[src/host_buffer_regs_pkg.sv]
package host_buffer_regs_pkg;

	// command codes: read codes have bit 7 clear, write codes have it set
	localparam logic [7:0] CMD_RD_SCRATCH = 8'h28;
	localparam logic [7:0] CMD_WR_SCRATCH = 8'hA8;
	localparam logic [7:0] CMD_WR_SOFT_RESET = 8'hA9;
	localparam logic [7:0] CMD_RD_ISO_SIZE = 8'h2A;
	localparam logic [7:0] CMD_WR_ISO_SIZE = 8'hAA;
	localparam logic [7:0] CMD_RD_ASYNC_SIZE = 8'h2B;
	localparam logic [7:0] CMD_WR_ASYNC_SIZE = 8'hAB;
	localparam logic [7:0] CMD_RD_BUFFER_FLAGS = 8'h2C;
	localparam logic [7:0] CMD_RD_ISO0_COUNT = 8'h2D;

	localparam logic [15:0] SOFT_RESET_CODE = 16'h00F6;
	localparam logic [15:0] REG_RESET = 16'h0000;
	localparam logic [15:0] UNMAPPED_READ = 16'h0000;
	localparam logic [12:0] BUFFER_RAM_BYTES = 13'h1000;

	// buffer index inside the three-bit flag vectors
	localparam int BUF_ISO_ZERO = 0;
	localparam int BUF_ISO_ONE = 1;
	localparam int BUF_ASYNC = 2;
	localparam int NUM_BUFFERS = 3;

	// status word layout
	localparam int LOADED_LSB = 0;
	localparam int CONSUMED_LSB = 3;
	localparam int FLAGS_USED = 6;

	// command from the shared processor bus interface
	typedef struct packed {
		logic strobe;
		logic [7:0] code;
		logic [15:0] data;
	} bus_cmd_type;

	// one-cycle events from the host engine, one bit per buffer
	typedef struct packed {
		logic [NUM_BUFFERS-1:0] loaded_set;
		logic [NUM_BUFFERS-1:0] loaded_clear;
		logic [NUM_BUFFERS-1:0] consumed_set;
		logic [NUM_BUFFERS-1:0] consumed_clear;
	} buffer_event_type;

	// readback byte count update from the host engine
	typedef struct packed {
		logic load;
		logic [15:0] count;
	} count_update_type;

endpackage : host_buffer_regs_pkg

[src/host_buffer_ram_control_regs.sv]
`timescale 1ns/1ps
// Overview of operation
// - a 16-bit scratch register is read with code 28 and written with code A8, keeps the last write and resets to zero.
// - writing F6H to the reset trigger returns every register to its reset value and leaves buffer RAM alone.
// - the reset trigger is a write-only 16-bit location at code A9H that cannot be read.
// - one 16-bit value at codes 2A/AA sizes both isochronous buffers, so they are always equal.
// - a 16-bit register at codes 2B/AB sets the asynchronous buffer size.
// - a read-only 16-bit status register at 2CH has bits 15 to 6 reading as zero.
// - status bits 5, 4, 3 show async, iso one, iso zero as consumed by the host controller.
// - status bits 2, 1, 0 show async, iso one, iso zero as full (1) or empty (0).
// - a read-only register at 2DH holds the bytes left in iso buffer zero for readback.
// - both buffer size registers are read/write over bits 15 to 0 and reset to zero.
module host_buffer_ram_control_regs (
	// clock and reset
	input wire logic sys_clk,
	input wire logic rst,
	// processor bus command, same clock domain
	input host_buffer_regs_pkg::bus_cmd_type bus_cmd,
	output logic [15:0] rd_data,
	output logic rd_valid,
	// host engine events
	input host_buffer_regs_pkg::buffer_event_type buffer_events,
	input host_buffer_regs_pkg::count_update_type iso0_count_update,
	// configuration to the buffer RAM arbiter and the rest of the controller
	output logic [15:0] iso_size_field,
	output logic [15:0] async_size_field,
	output logic soft_reset_pulse
);
	import host_buffer_regs_pkg::*;

	logic [15:0] scratch_store;
	logic [15:0] iso_buffer_size;
	logic [15:0] async_buffer_size;
	logic [15:0] iso0_readback_count;
	logic [NUM_BUFFERS-1:0] loaded;
	logic [NUM_BUFFERS-1:0] consumed;
	logic [15:0] buffer_flags;
	logic soft_reset_hit;
	logic wr_scratch;
	logic wr_iso;
	logic wr_async;

	// other values at the trigger fall through and change nothing
	assign soft_reset_hit = bus_cmd.strobe && bus_cmd.code == CMD_WR_SOFT_RESET
		&& bus_cmd.data == SOFT_RESET_CODE;
	assign wr_scratch = bus_cmd.strobe && bus_cmd.code == CMD_WR_SCRATCH;
	assign wr_iso = bus_cmd.strobe && bus_cmd.code == CMD_WR_ISO_SIZE;
	assign wr_async = bus_cmd.strobe && bus_cmd.code == CMD_WR_ASYNC_SIZE;

	always_ff @(posedge sys_clk or posedge rst) begin
		if (rst) begin
			scratch_store <= REG_RESET;
		end else if (soft_reset_hit) begin
			scratch_store <= REG_RESET;
		end else if (wr_scratch) begin
			scratch_store <= bus_cmd.data;
		end
	end

	// sizes are stored as written; no fit check, software owns the RAM budget
	always_ff @(posedge sys_clk or posedge rst) begin
		if (rst) begin
			iso_buffer_size <= REG_RESET;
			async_buffer_size <= REG_RESET;
		end else if (soft_reset_hit) begin
			iso_buffer_size <= REG_RESET;
			async_buffer_size <= REG_RESET;
		end else begin
			if (wr_iso) begin
				iso_buffer_size <= bus_cmd.data;
			end
			if (wr_async) begin
				async_buffer_size <= bus_cmd.data;
			end
		end
	end

	always_ff @(posedge sys_clk or posedge rst) begin
		if (rst) begin
			iso0_readback_count <= REG_RESET;
		end else if (soft_reset_hit) begin
			iso0_readback_count <= REG_RESET;
		end else if (iso0_count_update.load) begin
			iso0_readback_count <= iso0_count_update.count;
		end
	end

	// per-buffer sticky flags; a set in the same cycle as a clear wins
	generate
		for (genvar b = 0; b < NUM_BUFFERS; b++) begin : g_flags
			always_ff @(posedge sys_clk or posedge rst) begin
				if (rst) begin
					loaded[b] <= 1'b0;
					consumed[b] <= 1'b0;
				end else if (soft_reset_hit) begin
					loaded[b] <= 1'b0;
					consumed[b] <= 1'b0;
				end else begin
					if (buffer_events.loaded_set[b]) begin
						loaded[b] <= 1'b1;
					end else if (buffer_events.loaded_clear[b]) begin
						loaded[b] <= 1'b0;
					end
					if (buffer_events.consumed_set[b]) begin
						consumed[b] <= 1'b1;
					end else if (buffer_events.consumed_clear[b]) begin
						consumed[b] <= 1'b0;
					end
				end
			end
		end
	endgenerate

	always_comb begin
		buffer_flags = REG_RESET;
		buffer_flags[LOADED_LSB +: NUM_BUFFERS] = loaded;
		buffer_flags[CONSUMED_LSB +: NUM_BUFFERS] = consumed;
	end

	// read answer one cycle after the command; the trigger reads as unmapped
	always_ff @(posedge sys_clk or posedge rst) begin
		if (rst) begin
			rd_data <= UNMAPPED_READ;
			rd_valid <= 1'b0;
		end else begin
			rd_valid <= bus_cmd.strobe && !bus_cmd.code[7];
			if (bus_cmd.strobe && !bus_cmd.code[7]) begin
				unique case (bus_cmd.code)
					CMD_RD_SCRATCH: rd_data <= scratch_store;
					CMD_RD_ISO_SIZE: rd_data <= iso_buffer_size;
					CMD_RD_ASYNC_SIZE: rd_data <= async_buffer_size;
					CMD_RD_BUFFER_FLAGS: rd_data <= buffer_flags;
					CMD_RD_ISO0_COUNT: rd_data <= iso0_readback_count;
					default: rd_data <= UNMAPPED_READ;
				endcase
			end
		end
	end

	always_ff @(posedge sys_clk or posedge rst) begin
		if (rst) begin
			iso_size_field <= REG_RESET;
			async_size_field <= REG_RESET;
			soft_reset_pulse <= 1'b0;
		end else begin
			iso_size_field <= iso_buffer_size;
			async_size_field <= async_buffer_size;
			soft_reset_pulse <= soft_reset_hit;
		end
	end

endmodule : host_buffer_ram_control_regs

[config.mk]
export PLATFORM = sky130hd
export DESIGN_NAME = host_buffer_ram_control_regs
export DESIGN_NICKNAME = d
export VERILOG_FILES = /design/src/host_buffer_regs_pkg.sv /design/src/host_buffer_ram_control_regs.sv
export SDC_FILE = /design/constraint.sdc
export NUM_CORES = 1
export LEC_CHECK = 0
export ABC_CLOCK_PERIOD_IN_PS = 8100
export CELL_PAD_IN_SITES_DETAIL_PLACEMENT = 2
export CELL_PAD_IN_SITES_GLOBAL_PLACEMENT = 2
export CORE_ASPECT_RATIO = 0.9
export CORE_MARGIN = 2
export CORE_UTILIZATION = 43
export DETAILED_ROUTE_END_ITERATION = 6
export DONT_BUFFER_PORTS = 1
export GPL_ROUTABILITY_DRIVEN = 1
export HOLD_SLACK_MARGIN = 0.1
export PLACE_DENSITY_LB_ADDON = 0.08
export SYNTH_ARGS = -nofsm -noshare
export SYNTH_HDL_FRONTEND = slang
export SYNTH_SLANG_ARGS = --single-unit
[constraint.sdc]
create_clock -name sys_clk -period 8.1 [get_ports sys_clk]
set_input_delay 0.405 -clock sys_clk [delete_from_list [all_inputs] [get_ports sys_clk]]
set_output_delay 0.405 -clock sys_clk [all_outputs]
set_load 0.05 [all_outputs]
==> results.py <==
metrics = {
    "synthesis": {
        "yosysWarnings": 0,
        "netlist_top_cells_count": "dfrtp_1, nand2_1, o21ai_0",
        "synth-edff-count": 0,
        "syn_avg_cell_area_sq_um": 11.3,
        "synth_top_area_share": 0.621,
        "synth-seq-cells": 120,
        "synthCells": 427,
        "yosys.cell_count.top_type": "dfrtp_1",
        "yosys_most_used_dff": "dfrtp_1",
        "ys_seq_area_frac": 0.621,
        "synthesis.area_sq_mm": 0.00484,
        "async_flop_share": 1.00,
        "syn-num-nets": 483,
        "synth_top_cells_by_area": "dfrtp_1, mux2i_1, nand2_1",
        "yosysUniqueCellTypes": 34,
        "synth_area_leader_cell": "dfrtp_1",
    },
    "sta": {
        "fin_ws_ns": 5.83,
        "worst_pin_slew_ns": 1.02,
        "hold_violations": 0,
        "period_minus_slack_ns": 2.27,
        "relSlewSlack": 0.318,
        "slew_violations": 0,
        "fmax_mhz": 440,
        "period_share": 0.280,
        "setup_viol": 0,
        "skew_ns": 0.00549,
        "fin_tns_setup_ns": 0,
        "hold-worst-slack_ns": 0.118,
        "rsz0062_at_grt": "false",
    },
    "run": {
        "maxCapViolations": 0,
    },
    "setup_path": {
        "critPathMaxStageDelay_ns": 0.65,
        "critPathMaxFanout": 38,
        "critPathSlowestCell": "nor2_4",
        "crit_path_start_kind": "input pin",
        "worstPathArrival_ns": 2.54,
        "required_ns": 8.37,
        "cp-end-kind": "register",
        "crit_family": "simple AND/OR/NAND/NOR gates",
        "crit_buf_inv": 1,
        "path_cells": "nor3b_2 > nand4_1 > nor2_4 > buf_4 > o21ai_0",
        "path_class": "input pin to register",
    },
    "layout": {
        "final_layout_size_suffix_gt1_frac": 0.0984,
        "post-route-util": 0.502,
        "syn_to_final_growth_pct": 13.1,
        "final_area_sq_mm": 0.00547,
        "diodes": 0,
        "final_cells": 589,
        "final_nets": 483,
    },
    "floorplan": {
        "pin_count": 106,
        "dieArea_sq_mm": 0.0121,
        "num_rows": 36,
        "core_area_sq_mm": 0.0109,
        "die_y_um": 105,
        "initial_core_util": 0.444,
        "die_w_um": 116,
    },
    "placement": {
        "numPlacedInstances": 559,
        "dpl-instance-area_sq_mm": 0.00494,
        "preCtsSetupSlack_ns": 5.40,
        "dp_hpwl_mm": 9.50,
        "numPortBuffers": 0,
        "gp_congestion": 0.758,
    },
    "route": {
        "dr_total_vias": 3362,
        "drt_first_pass_iters": 5,
        "detail_route.wl_per_cell_um": 24.2,
        "drt_first_iter_violations": 174,
        "drc": 0,
        "routed_via_density": 5.71,
        "drt_wl_total_mm": 14.3,
        "drtAntennaViolNets": 0,
    },
    "clock_tree": {
        "cts_buffers": 17,
        "cts_resized": 0,
        "clkTransAtPathRegs_ns": 0.05,
        "cts_tree": "yes",
        "clock-sinks": 120,
        "clock_path_buffers": 2,
        "htreeDepth": 4,
        "cts_root_buf": "clkbuf_16",
        "clk_latency_ns": 0.41,
    },
    "grt": {
        "grt_start_max_net_pins": 82,
        "grt_first_pass_wirelength_mm": 22.4,
        "grt_pass1_vias": 3796,
        "antenna_found_initial": 0,
        "grt_use_total": 0.250,
        "grt_overflow": 0,
    },
    "worst_hold_path": {
        "hp-class": "input pin to register",
    },
    "pwr": {
        "p_per_area_mw_per_mm2": 256,
        "power_mw": 1.40,
        "p_leak_nw": 2.49,
        "irDropWorstVdd_mv": 0.153,
    },
    "outcome": {
        "outcome": "complete, no violations",
    },
}
==> metal layers <==
metal | GRT usage | part of all wire | vias to the layer above
li1 | - | - | 1484
met1 | 0.336 | 0.45 | 1754
met2 | 0.384 | 0.47 | 100
met3 | 0.0789 | 0.055 | 24
met4 | 0.0876 | 0.021 | 0
met5 | 0 | 0 | -
==> logic make-up after synthesis <==
group | share of synthesized area
AOI/OAI and AO/OA | 0.109
buffers and inverters | 0.0316
and+or+nand+nor | 0.139
muxes | 0.100
DFF | 0.621
==> worst register-to-register path, delay by kind of cell (launching register included) <==
kind	cells	cell delay [ns]
AOI/OAI and AO/OA	3	0.78
DFF	1	0.41
==> cell usage in the layout, fill, tap and decap left out, types with 2 or more instances in the layout <==
cell type,n
clkbuf_16,17
inv_1,7
clkbuf_8,4
mux2i_1,45
a222oi_1,10
o21ai_0,46
dfrtp_1,120
nor2_1,37
a21oi_1,14
nand4_1,3
nor3b_2,2
mux2_2,3
o22ai_1,6
a22o_1,10
buf_4,4
nor4b_4,2
and4b_1,2
nand3_1,3
nand2_1,76
nand2b_1,2
nor2_2,2
clkbuf_1,4
clkinv_2,4
==> power breakdown <==
part | internal [mW] | switching [mW] | leakage [nW]
combinational | 0.0217 | 0.0365 | 0.630
sequential | 0.630 | 0.0500 | 1.61
clock | 0.415 | 0.248 | 0.259
==> state kept, by name, indices dropped and copies added, names as in the netlist <==
name                 cells
rd_valid                 1
soft_reset_pulse         1
iso0_readback_count     16
async_size_field        16
rd_data                 16
async_buffer_size       16
iso_buffer_size         16
buffer_flags             6
iso_size_field          16
scratch_store           16
==> final cells by class <==
cell class	count	area [sq um]
sequential	120	3000
fill	1097	5430
timing repair buffer	5	40.0
tap	152	190
multi-input combinational	275	1690
clock inverter	4	20.0
clock buffer	25	495
inverter	8	32.5
==> final timing paths <==
kind | start | to | slack [ns] | cells after the start
max reg2reg | async_buffer_size[9] | rd_data[9] | 6.77 | 3
min | bus_cmd[0] | scratch_store[0] | 0.12 | 2
max in group asynchronous | rst | soft_reset_pulse | 6.19 | 3
min reg2reg | iso_buffer_size[4] | iso_size_field[4] | 0.41 | 0
max | bus_cmd[20] | scratch_store[11] | 5.83 | 5
min in group asynchronous | rst | async_size_field[13] | 0.50 | 2
==> timing repair <==
item | 4_1_cts | 5_1_grt
hold buffers | 1 | 0
buffers inserted | 0 | 0
hold endpoints to repair | 39 | 0
(Power assumes the default switching activity.)
